### src/logic/can_vec_pkg.sv
// Package with register map, field layout and codes of the vector and FIFO slice.
package can_vec_pkg;
	localparam int ADDR_W = 5;
	localparam logic [ADDR_W-1:0] OFS_VECTOR = 5'h00;
	localparam logic [ADDR_W-1:0] OFS_FIFO_CTRL = 5'h04;
	localparam logic [ADDR_W-1:0] OFS_IRQ_STATUS = 5'h08;
	localparam logic [ADDR_W-1:0] OFS_IRQ_CLEAR = 5'h0c;
	localparam logic [ADDR_W-1:0] OFS_IRQ_ENABLE = 5'h10;
	localparam logic [ADDR_W-1:0] OFS_BUF_LIMITS = 5'h14;
	localparam int MFI_LSB = 8;
	localparam int MFI_W = 5;
	localparam int CODE_W = 7;
	localparam int BCS_LSB = 13;
	localparam int BCS_W = 3;
	localparam int FIRST_W = 5;
	localparam logic [MFI_W-1:0] FILTER_MAX = 5'h0f;
	localparam logic [CODE_W-1:0] CODE_BUF_MAX = 7'h0f;
	localparam logic [CODE_W-1:0] CODE_RX_OVF = 7'h43;
	localparam logic [CODE_W-1:0] CODE_FIFO_FULL = 7'h44;
	localparam logic [CODE_W-1:0] CODE_NONE = 7'h40;
	localparam logic [BCS_W-1:0] BCS_RESERVED = 3'h7;
	localparam logic [BCS_W-1:0] BCS_RESET = 3'h0;
	localparam logic [FIRST_W-1:0] FIRST_RESET = 5'h00;
	localparam int IRQ_W = 4;
	localparam int IRQ_BUF = 0;
	localparam int IRQ_OVF = 1;
	localparam int IRQ_FULL = 2;
	localparam int IRQ_BADCFG = 3;
	localparam logic [1:0] RESP_OKAY = 2'h0;
	localparam logic [1:0] RESP_SLVERR = 2'h2;
endpackage : can_vec_pkg

### src/logic/can_vector_and_fifo_config.sv
// Vector status and DMA buffer configuration registers behind AXI4-Lite.
// Overview of operation
// - Report accepting filter 0 to 15, five bits.
// - Codes 1000100 almost-full, 1000011 receive overflow.
// - Buffer interrupts use the buffer number code.
// - Three-bit selection sizes DMA buffer area.
// - Five-bit field names first FIFO buffer.
// - Unimplemented bits read zero, writes ignored.
//
// The register offsets and the AXI4-Lite interface to the registers are this design's own decisions.
`timescale 1ns/1ps
module can_vector_and_fifo_config (
	input wire logic clk_i,
	input wire logic reset_n_i,
	input wire logic [can_vec_pkg::ADDR_W-1:0] s_axi_awaddr,
	input wire logic s_axi_awvalid,
	output logic s_axi_awready,
	input wire logic [31:0] s_axi_wdata,
	input wire logic [3:0] s_axi_wstrb,
	input wire logic s_axi_wvalid,
	output logic s_axi_wready,
	output logic [1:0] s_axi_bresp,
	output logic s_axi_bvalid,
	input wire logic s_axi_bready,
	input wire logic [can_vec_pkg::ADDR_W-1:0] s_axi_araddr,
	input wire logic s_axi_arvalid,
	output logic s_axi_arready,
	output logic [31:0] s_axi_rdata,
	output logic [1:0] s_axi_rresp,
	output logic s_axi_rvalid,
	input wire logic s_axi_rready,
	input wire logic filter_hit_i,
	input wire logic [can_vec_pkg::MFI_W-1:0] filter_index_i,
	input wire logic buf_irq_i,
	input wire logic [can_vec_pkg::CODE_W-1:0] buf_irq_num_i,
	input wire logic rx_overflow_i,
	input wire logic fifo_almost_full_i,
	output logic [can_vec_pkg::BCS_W-1:0] dma_buffer_count_sel_o,
	output logic [5:0] dma_buffer_count_o,
	output logic [can_vec_pkg::FIRST_W-1:0] fifo_area_first_buffer_o,
	output logic irq_o
);
	import can_vec_pkg::*;

	typedef struct packed {
		logic aw_held;
		logic [ADDR_W-1:0] aw_addr;
		logic w_held;
		logic [31:0] w_data;
		logic [3:0] w_strb;
		logic bvalid;
		logic [1:0] bresp;
		logic rvalid;
		logic [31:0] rdata;
		logic [1:0] rresp;
		logic [MFI_W-1:0] matched_filter_index;
		logic buf_pending;
		logic [CODE_W-1:0] buf_code;
		logic ovf_pending;
		logic full_pending;
		logic [BCS_W-1:0] dma_buffer_count_sel;
		logic [FIRST_W-1:0] fifo_area_first_buffer;
		logic [IRQ_W-1:0] irq_status;
		logic [IRQ_W-1:0] irq_enable;
		logic [5:0] buf_count;
	} state_s;

	typedef enum logic [2:0] {
		REG_VECTOR,
		REG_FIFO_CTRL,
		REG_IRQ_STATUS,
		REG_IRQ_CLEAR,
		REG_IRQ_ENABLE,
		REG_BUF_LIMITS,
		REG_NONE
	} reg_id_e;

	state_s state_r;
	state_s state_nxt;
	logic [5:0] dec_count;
	logic dec_reserved;
	logic [CODE_W-1:0] pending_irq_code;
	logic [15:0] vector_word;
	logic [15:0] fifo_ctrl_word;
	logic wr_go;
	logic rd_go;
	// Decoded register of the pending write and of the offered read.
	reg_id_e wr_reg;
	reg_id_e rd_reg;
	logic aw_take;
	logic w_take;
	logic b_done;
	logic r_done;
	logic filter_take;
	logic buf_take;
	logic [31:0] ctrl_merged;
	logic [31:0] enable_merged;
	logic [31:0] limits_word;
	logic [IRQ_W-1:0] irq_clr;
	logic [IRQ_W-1:0] irq_events;
	logic [IRQ_W-1:0] status_nxt;
	logic [31:0] rd_word;
	logic [1:0] rd_resp;

	function automatic logic [31:0] merge_bytes(input logic [31:0] old_v,
		input logic [31:0] new_v, input logic [3:0] strb);
		logic [31:0] res;
		res = old_v;
		for (int i = 0; i < 4; i++) begin
			if (strb[i]) begin
				res[8*i +: 8] = new_v[8*i +: 8];
			end
		end
		return res;
	endfunction : merge_bytes

	function automatic logic addr_known(input logic [ADDR_W-1:0] a);
		logic ok;
		ok = 1'b0;
		if (a == OFS_VECTOR) begin
			ok = 1'b1;
		end else if (a == OFS_FIFO_CTRL) begin
			ok = 1'b1;
		end else if (a == OFS_IRQ_STATUS) begin
			ok = 1'b1;
		end else if (a == OFS_IRQ_CLEAR) begin
			ok = 1'b1;
		end else if (a == OFS_IRQ_ENABLE) begin
			ok = 1'b1;
		end else if (a == OFS_BUF_LIMITS) begin
			ok = 1'b1;
		end
		return ok;
	endfunction : addr_known

	// One decoder serves both paths so reads and writes agree on the map.
	function automatic reg_id_e decode_reg(input logic [ADDR_W-1:0] a);
		reg_id_e id;
		id = REG_NONE;
		if (a == OFS_VECTOR) begin
			id = REG_VECTOR;
		end else if (a == OFS_FIFO_CTRL) begin
			id = REG_FIFO_CTRL;
		end else if (a == OFS_IRQ_STATUS) begin
			id = REG_IRQ_STATUS;
		end else if (a == OFS_IRQ_CLEAR) begin
			id = REG_IRQ_CLEAR;
		end else if (a == OFS_IRQ_ENABLE) begin
			id = REG_IRQ_ENABLE;
		end else if (a == OFS_BUF_LIMITS) begin
			id = REG_BUF_LIMITS;
		end
		return id;
	endfunction : decode_reg

	can_buf_count_dec u_dec (
		.sel_i(state_r.dma_buffer_count_sel),
		.count_o(dec_count),
		.reserved_o(dec_reserved)
	);

	can_code_mux u_mux (
		.ovf_i(state_r.ovf_pending),
		.full_i(state_r.full_pending),
		.buf_valid_i(state_r.buf_pending),
		.buf_code_i(state_r.buf_code),
		.code_o(pending_irq_code)
	);

	// Unimplemented positions are built as constant zero, never stored.
	always_comb begin
		vector_word = 16'h0000;
		vector_word[MFI_LSB +: MFI_W] = state_r.matched_filter_index;
		vector_word[CODE_W-1:0] = pending_irq_code;
		fifo_ctrl_word = 16'h0000;
		fifo_ctrl_word[BCS_LSB +: BCS_W] = state_r.dma_buffer_count_sel;
		fifo_ctrl_word[FIRST_W-1:0] = state_r.fifo_area_first_buffer;
		limits_word = {19'h0, state_r.fifo_area_first_buffer, 2'h0,
			state_r.buf_count};
	end

	assign s_axi_awready = !state_r.aw_held && !state_r.bvalid;
	assign s_axi_wready = !state_r.w_held && !state_r.bvalid;
	assign s_axi_arready = !state_r.rvalid;
	assign s_axi_bvalid = state_r.bvalid;
	assign s_axi_bresp = state_r.bresp;
	assign s_axi_rvalid = state_r.rvalid;
	assign s_axi_rdata = state_r.rdata;
	assign s_axi_rresp = state_r.rresp;
	assign dma_buffer_count_sel_o = state_r.dma_buffer_count_sel;
	assign dma_buffer_count_o = state_r.buf_count;
	assign fifo_area_first_buffer_o = state_r.fifo_area_first_buffer;
	assign irq_o = |(state_r.irq_status & state_r.irq_enable);
	assign wr_go = state_r.aw_held && state_r.w_held && !state_r.bvalid;
	assign rd_go = s_axi_arvalid && !state_r.rvalid;
	// Handshake strobes, named once so each path reads the same term.
	assign aw_take = s_axi_awvalid && s_axi_awready;
	assign w_take = s_axi_wvalid && s_axi_wready;
	assign b_done = state_r.bvalid && s_axi_bready;
	assign r_done = state_r.rvalid && s_axi_rready;
	assign filter_take = filter_hit_i && filter_index_i <= FILTER_MAX;
	assign buf_take = buf_irq_i && buf_irq_num_i <= CODE_BUF_MAX;
	assign wr_reg = decode_reg(state_r.aw_addr);
	assign rd_reg = decode_reg(s_axi_araddr);
	assign ctrl_merged = merge_bytes({16'h0000, fifo_ctrl_word},
		state_r.w_data, state_r.w_strb);
	assign enable_merged = merge_bytes({28'h0, state_r.irq_enable},
		state_r.w_data, state_r.w_strb);

	// The clear register acts only on its low byte lane.
	always_comb begin
		irq_clr = '0;
		if (wr_go && wr_reg == REG_IRQ_CLEAR && state_r.w_strb[0]) begin
			irq_clr = state_r.w_data[IRQ_W-1:0];
		end
	end

	always_comb begin
		irq_events = '0;
		irq_events[IRQ_BUF] = buf_take;
		irq_events[IRQ_OVF] = rx_overflow_i;
		irq_events[IRQ_FULL] = fifo_almost_full_i;
		irq_events[IRQ_BADCFG] = dec_reserved;
	end

	// Set beats clear so an event in the clearing cycle survives.
	for (genvar g = 0; g < IRQ_W; g++) begin : g_status
		assign status_nxt[g] = irq_events[g]
			|| (state_r.irq_status[g] && !irq_clr[g]);
	end

	always_comb begin
		rd_word = 32'h0000_0000;
		rd_resp = addr_known(s_axi_araddr) ? RESP_OKAY : RESP_SLVERR;
		if (rd_reg == REG_VECTOR) begin
			rd_word = {16'h0000, vector_word};
		end else if (rd_reg == REG_FIFO_CTRL) begin
			rd_word = {16'h0000, fifo_ctrl_word};
		end else if (rd_reg == REG_IRQ_STATUS) begin
			rd_word = {28'h0, state_r.irq_status};
		end else if (rd_reg == REG_IRQ_ENABLE) begin
			rd_word = {28'h0, state_r.irq_enable};
		end else if (rd_reg == REG_BUF_LIMITS) begin
			rd_word = limits_word;
		end
	end

	always_comb begin
		state_nxt = state_r;
		state_nxt.buf_count = dec_count;
		state_nxt.irq_status = status_nxt;

		if (aw_take) begin
			state_nxt.aw_held = 1'b1;
			state_nxt.aw_addr = s_axi_awaddr;
		end
		if (w_take) begin
			state_nxt.w_held = 1'b1;
			state_nxt.w_data = s_axi_wdata;
			state_nxt.w_strb = s_axi_wstrb;
		end
		if (b_done) begin
			state_nxt.bvalid = 1'b0;
		end
		if (r_done) begin
			state_nxt.rvalid = 1'b0;
		end

		// Filter index above fifteen is reserved and is not latched.
		if (filter_take) begin
			state_nxt.matched_filter_index = filter_index_i;
		end

		if (wr_go) begin
			state_nxt.aw_held = 1'b0;
			state_nxt.w_held = 1'b0;
			state_nxt.bvalid = 1'b1;
			state_nxt.bresp = addr_known(state_r.aw_addr) ? RESP_OKAY
				: RESP_SLVERR;
			if (wr_reg == REG_FIFO_CTRL) begin
				state_nxt.dma_buffer_count_sel =
					ctrl_merged[BCS_LSB +: BCS_W];
				state_nxt.fifo_area_first_buffer =
					ctrl_merged[FIRST_W-1:0];
			end else if (wr_reg == REG_IRQ_ENABLE) begin
				state_nxt.irq_enable = enable_merged[IRQ_W-1:0];
			end
		end

		// Pending sources are cleared by the status-clear write as well.
		if (irq_clr[IRQ_OVF]) begin
			state_nxt.ovf_pending = 1'b0;
		end
		if (irq_clr[IRQ_FULL]) begin
			state_nxt.full_pending = 1'b0;
		end
		if (irq_clr[IRQ_BUF]) begin
			state_nxt.buf_pending = 1'b0;
		end
		if (rx_overflow_i) begin
			state_nxt.ovf_pending = 1'b1;
		end
		if (fifo_almost_full_i) begin
			state_nxt.full_pending = 1'b1;
		end
		if (buf_take) begin
			state_nxt.buf_pending = 1'b1;
			state_nxt.buf_code = buf_irq_num_i;
		end

		if (rd_go) begin
			state_nxt.rvalid = 1'b1;
			state_nxt.rresp = rd_resp;
			state_nxt.rdata = rd_word;
		end
	end

	// Each field is named so that none is left without a reset value.
	always_ff @(posedge clk_i or negedge reset_n_i) begin
		if (!reset_n_i) begin
			state_r.aw_held <= 1'b0;
			state_r.aw_addr <= '0;
			state_r.w_held <= 1'b0;
			state_r.w_data <= 32'h0000_0000;
			state_r.w_strb <= 4'h0;
			state_r.bvalid <= 1'b0;
			state_r.bresp <= RESP_OKAY;
			state_r.rvalid <= 1'b0;
			state_r.rdata <= 32'h0000_0000;
			state_r.rresp <= RESP_OKAY;
			state_r.matched_filter_index <= '0;
			state_r.buf_pending <= 1'b0;
			state_r.buf_code <= '0;
			state_r.ovf_pending <= 1'b0;
			state_r.full_pending <= 1'b0;
			state_r.dma_buffer_count_sel <= BCS_RESET;
			state_r.fifo_area_first_buffer <= FIRST_RESET;
			state_r.irq_status <= '0;
			state_r.irq_enable <= '0;
			state_r.buf_count <= 6'h04;
		end else begin
			state_r <= state_nxt;
		end
	end
endmodule : can_vector_and_fifo_config

### src/logic/can_buf_count_dec.sv
// Decoder from buffer-count selection to number of buffers in DMA RAM.
`timescale 1ns/1ps
module can_buf_count_dec (
	input wire logic [can_vec_pkg::BCS_W-1:0] sel_i,
	output logic [5:0] count_o,
	output logic reserved_o
);
	import can_vec_pkg::*;
	always_comb begin
		reserved_o = 1'b0;
		case (sel_i)
			3'h0: count_o = 6'h04;
			3'h1: count_o = 6'h06;
			3'h2: count_o = 6'h08;
			3'h3: count_o = 6'h0c;
			3'h4: count_o = 6'h10;
			3'h5: count_o = 6'h18;
			3'h6: count_o = 6'h20;
			default: begin
				count_o = 6'h00;
				reserved_o = 1'b1;
			end
		endcase
	end
endmodule : can_buf_count_dec

### src/logic/can_code_mux.sv
// Priority selection of the pending interrupt code from event flags.
`timescale 1ns/1ps
module can_code_mux (
	input wire logic ovf_i,
	input wire logic full_i,
	input wire logic buf_valid_i,
	input wire logic [can_vec_pkg::CODE_W-1:0] buf_code_i,
	output logic [can_vec_pkg::CODE_W-1:0] code_o
);
	import can_vec_pkg::*;
	always_comb begin
		// Overflow outranks almost-full since it means data is already lost.
		if (ovf_i) begin
			code_o = CODE_RX_OVF;
		end else if (full_i) begin
			code_o = CODE_FIFO_FULL;
		end else if (buf_valid_i && buf_code_i <= CODE_BUF_MAX) begin
			code_o = buf_code_i;
		end else begin
			code_o = CODE_NONE;
		end
	end
endmodule : can_code_mux

### config.mk
export PLATFORM = sky130hd
export DESIGN_NAME = can_vector_and_fifo_config
export DESIGN_NICKNAME = d
export VERILOG_FILES = /design/src/logic/can_vec_pkg.sv /design/src/logic/can_vector_and_fifo_config.sv /design/src/logic/can_buf_count_dec.sv /design/src/logic/can_code_mux.sv
export SDC_FILE = /design/constraint.sdc
export NUM_CORES = 1
export LEC_CHECK = 0
export BUFFER_PORTS_ARGS = -buffer_cell sky130_fd_sc_hd__buf_2
export CORE_ASPECT_RATIO = 1.75
export CORE_UTILIZATION = 45
export CTS_CLUSTER_SIZE = 30
export DETAILED_ROUTE_END_ITERATION = 16
export PLACE_DENSITY = 0.76
export SLEW_MARGIN = 40
export SYNTH_ARGS = -nofsm -noshare
export SYNTH_HDL_FRONTEND = slang
export SYNTH_SLANG_ARGS = --single-unit
### constraint.sdc
create_clock -name clk_i -period 1.65 [get_ports clk_i]
set_clock_uncertainty 0.05 [all_clocks]
set_input_delay 0.2475 -clock clk_i [delete_from_list [all_inputs] [get_ports clk_i]]
set_output_delay 0.2475 -clock clk_i [all_outputs]
set_load 0.02 [all_outputs]
==> impl_metrics.sql <==
INSERT INTO impl_metrics (metric_group, metric, value, unit) VALUES
('synthesis', 'synthesis.area', '3460', 'µm²'),
('die', 'initial_core_util', '0.4604', ''),
('cts', 'clk_latency', '0.33', 'ns'),
('run', 'timing.max_cap.violations', '0', ''),
('min_path', 'hold_path.class', 'input pin to flip-flop', ''),
('die', 'core.rowCount', '42', ''),
('grt', 'globalRouteOverflowTotal', '0', ''),
('cells_and_area', 'antenna_diodes', '0', ''),
('grt', 'met3_grt_util', '0.06202', ''),
('cells_and_area', 'layout_commonest_cell', 'buf_2', ''),
('sta', 'grt_setup_unrepaired', 'false', ''),
('setup_path', 'required_time_at_the_endpoint_of_the_critical_path', '1.82', 'ns'),
('cells_and_area', 'final_cell_mix', 'buf_2, dfrtp_1, mux2_2', ''),
('synthesis', 'ys.flop_type', 'dfrtp_1', ''),
('synthesis', 'synth_seq_cells', '72', ''),
('synthesis', 'synth_cell_types', '43', ''),
('cells_and_area', 'nNetsFinal', '440', ''),
('synthesis', 'synth_top_family_by_area', 'simple AND/OR/NAND/NOR gates', ''),
('route', 'routed_via_density', '5.006', ''),
('grt', 'globalRouteMet1Util', '0.2026', ''),
('route', 'drt_first_iter_violations', '106', ''),
('sta', 'timing.hold.ws', '0.03832', 'ns'),
('synthesis', 'number_of_enable_flip_flop_cells_after_synthesis', '0', ''),
('route', 'drt_wl_total', '6888', 'µm'),
('cts', 'cts_max_path_buffers', '2', ''),
('grt', 'globalRoute.busiestLayer', 'met2', ''),
('grt', 'globalRouteMet2Util', '0.3297', ''),
('setup_path', 'setup.worst_path.start_class', 'flip-flop', ''),
('place', 'place_area', '3772', 'µm²'),
('cts', 'ctsHtreeMaxLevel', '3', ''),
('cells_and_area', 'syn_to_final_growth', '18.26', '%'),
('setup_path', 'criticalPathCategory', 'flip-flop to flip-flop', ''),
('cts', 'cts_tree', 'yes', ''),
('synthesis', 'share_of_the_yosys_chip_area_belonging_to_registers', '0.5212', ''),
('cts', 'clockRootBuffer', 'clkbuf_16', ''),
('cells_and_area', 'final_core_util', '0.5445', ''),
('cts', 'path_clk_slew', '0.06', 'ns'),
('route', 'wl_per_cell', '14.84', 'µm'),
('sta', 'final-max-slew-violation-count', '0', ''),
('setup_path', 'cp_data_arrival_time', '1.74', 'ns'),
('outcome', 'run_status', 'finished clean', ''),
('pwr', 'p_leak', '1.994', 'nW'),
('synthesis', 'asyncSetResetFlopFracSynth', '1.000', ''),
('place', 'input_output_buffers', '78', ''),
('setup_path', 'crit_chain', 'nor3_2, and3b_1, and3_1, mux2_2', ''),
('cts', 'cts_buffers', '9', ''),
('pwr', 'sw_frac_of_total', '0.3006', ''),
('setup_path', 'critPathMaxStageDelay', '0.39', 'ns'),
('die', 'core', '7515', 'µm²'),
('pwr', 'power-per-cell-area', '1392', 'nW/µm²'),
('cts', 'cts.sinks', '72', ''),
('pwr', 'p_sw', '1.712', 'mW'),
('grt', 'grt_first_pass_wirelength', '11110', 'µm'),
('grt', 'grt_start_max_net_pins', '32', ''),
('grt', 'first_global_vias', '2283', ''),
('sta', 'period_share', '0.9543', ''),
('synthesis', 'synthesis.yosys.warnings', '0', ''),
('setup_path', 'crit_slowest_cell', 'dfrtp_1', ''),
('synthesis', 'fraction_of_synthesized_area_in_multiplexers', '0.1136', ''),
('grt', 'antenna_violations_before_repair', '0', ''),
('die', 'floorplan.die_area', '8056', 'µm²'),
('die', 'chipHeight', '118.0', 'µm'),
('sta', 'setup_viol', '0', ''),
('sta', 'hold_viol_final', '0', ''),
('sta', 'clock.fmax', '635.1', 'MHz'),
('route', 'postRouteAntennaNets', '0', ''),
('cells_and_area', 'layout-drive-gt1-share', '0.4149', ''),
('pwr', 'max-vdd-ir-drop', '1.170', 'mV'),
('sta', 'min_period', '1.575', 'ns'),
('pwr', 'design_power_total', '5.697', 'mW'),
('synthesis', 'synth_area_in_compound_gates', '0.09910', '');
-- synth_stat cells, types with 2 or more instances --
master,instances,area [µm²]
a221o_1,6,60.06
clkbuf_1,7,26.28
nor2b_1,4,25.02
o311ai_2,2,32.53
nor2_1,9,33.78
buf_2,3,15.01
a21o_1,7,52.55
inv_1,7,26.28
nand2b_1,6,37.54
and4b_1,2,20.02
and3_1,2,12.51
a211oi_1,2,15.01
and2_1,9,56.30
nand2_1,25,93.84
a22oi_1,2,15.01
nor3_1,4,20.02
nand3b_1,7,52.55
mux2_2,34,382.9
a21oi_1,10,50.05
o21ai_0,12,60.06
dfrtp_1,71,1777
buf_4,50,375.4
o211ai_1,2,15.01
nand3_1,3,15.01
-- cells by family (layout without fill, tap and decap cells) --
group,count (synthesis),count (layout)
other cells,1,20
flops,72,72
mux,35,35
simple gates,82,82
buf+inv,67,119
compound gates,48,48
-- power by group through the flow --
stage          logic, mW  clock network [mW]  registers [mW]
2_1_floorplan       1.03                   0            2.45
3_3_place_gp        1.28                   0            2.50
3_5_place_dp        1.31                   0            2.52
4_1_cts             1.33                1.93            2.50
5_1_grt             1.43                2.01            2.56
6_report            1.31                1.89            2.50
-- state kept, by name (all words and copies together), names as in the netlist --
signal and flops:
s_axi_rvalid 1, dma_buffer_count_o 5, state_r 40, s_axi_rresp 1, s_axi_rdata 15, s_axi_bvalid 1
s_axi_bresp 1, fifo_area_first_buffer_o 5, dma_buffer_count_sel_o 3
-- through the flow --
stage	setup TNS [ns]	setup slack, ns	instances
floorplan	0	0.02105	324
global placement	-0.1148	-0.06809	447
detailed placement	-0.2525	-0.1017	447
CTS	0	0.02673	464
global route	0	0.008679	464
finish	0	0.07544	464
-- final cells by class --
type	count	area, µm²
fillers	663	3423
flip-flops and latches	72	1803
multi-input cells	185	1308
repair buffers	96	553.0
clock buffers	11	232.7
well taps	88	110.1
clock inverters	5	58.81
inverters	7	26.28
-- worst max-delay path, delay by kind of cell, from the launching register on --
family	cells	cell delay [ns]
and+or+nand+nor	3	0.66
muxes	1	0.36
DFF	1	0.39
-- per-layer routing --
metal | part of all wire | vias up
li1 | - | 1125
met4 | 0.018 | 0
met3 | 0.039 | 11
met2 | 0.56 | 78
met5 | 0 | -
met1 | 0.38 | 1109
-- repair_timing --
action,4_1_cts,5_1_grt
hold buffers,1,0
hold endpoints to repair,12,0
gates resized for setup,3,2
setup buffers,0,0
setup endpoints to repair,3,3
pin swaps,0,0
-- path summary, 6_finish.rpt --
kind | endpoint | depth (start not counted) | startpoint
max in group asynchronous | dma_buffer_count_o[2]$_DFF_PN1_ | 3 | reset_n_i
setup / recovery | dma_buffer_count_sel_o[0]$_DFFE_PN0P_ | 4 | state_r[113]$_DFFE_PN0P_
min in group asynchronous | s_axi_rdata[3]$_DFFE_PN0P_ | 2 | reset_n_i
setup reg to reg | dma_buffer_count_sel_o[0]$_DFFE_PN0P_ | 4 | state_r[113]$_DFFE_PN0P_
hold / removal | s_axi_rvalid$_DFFE_PN0P_ | 2 | s_axi_rready
hold reg to reg | state_r[31]$_DFFE_PN0P_ | 1 | state_r[31]$_DFFE_PN0P_
No activity file was read; power rests on OpenSTA's default activity.
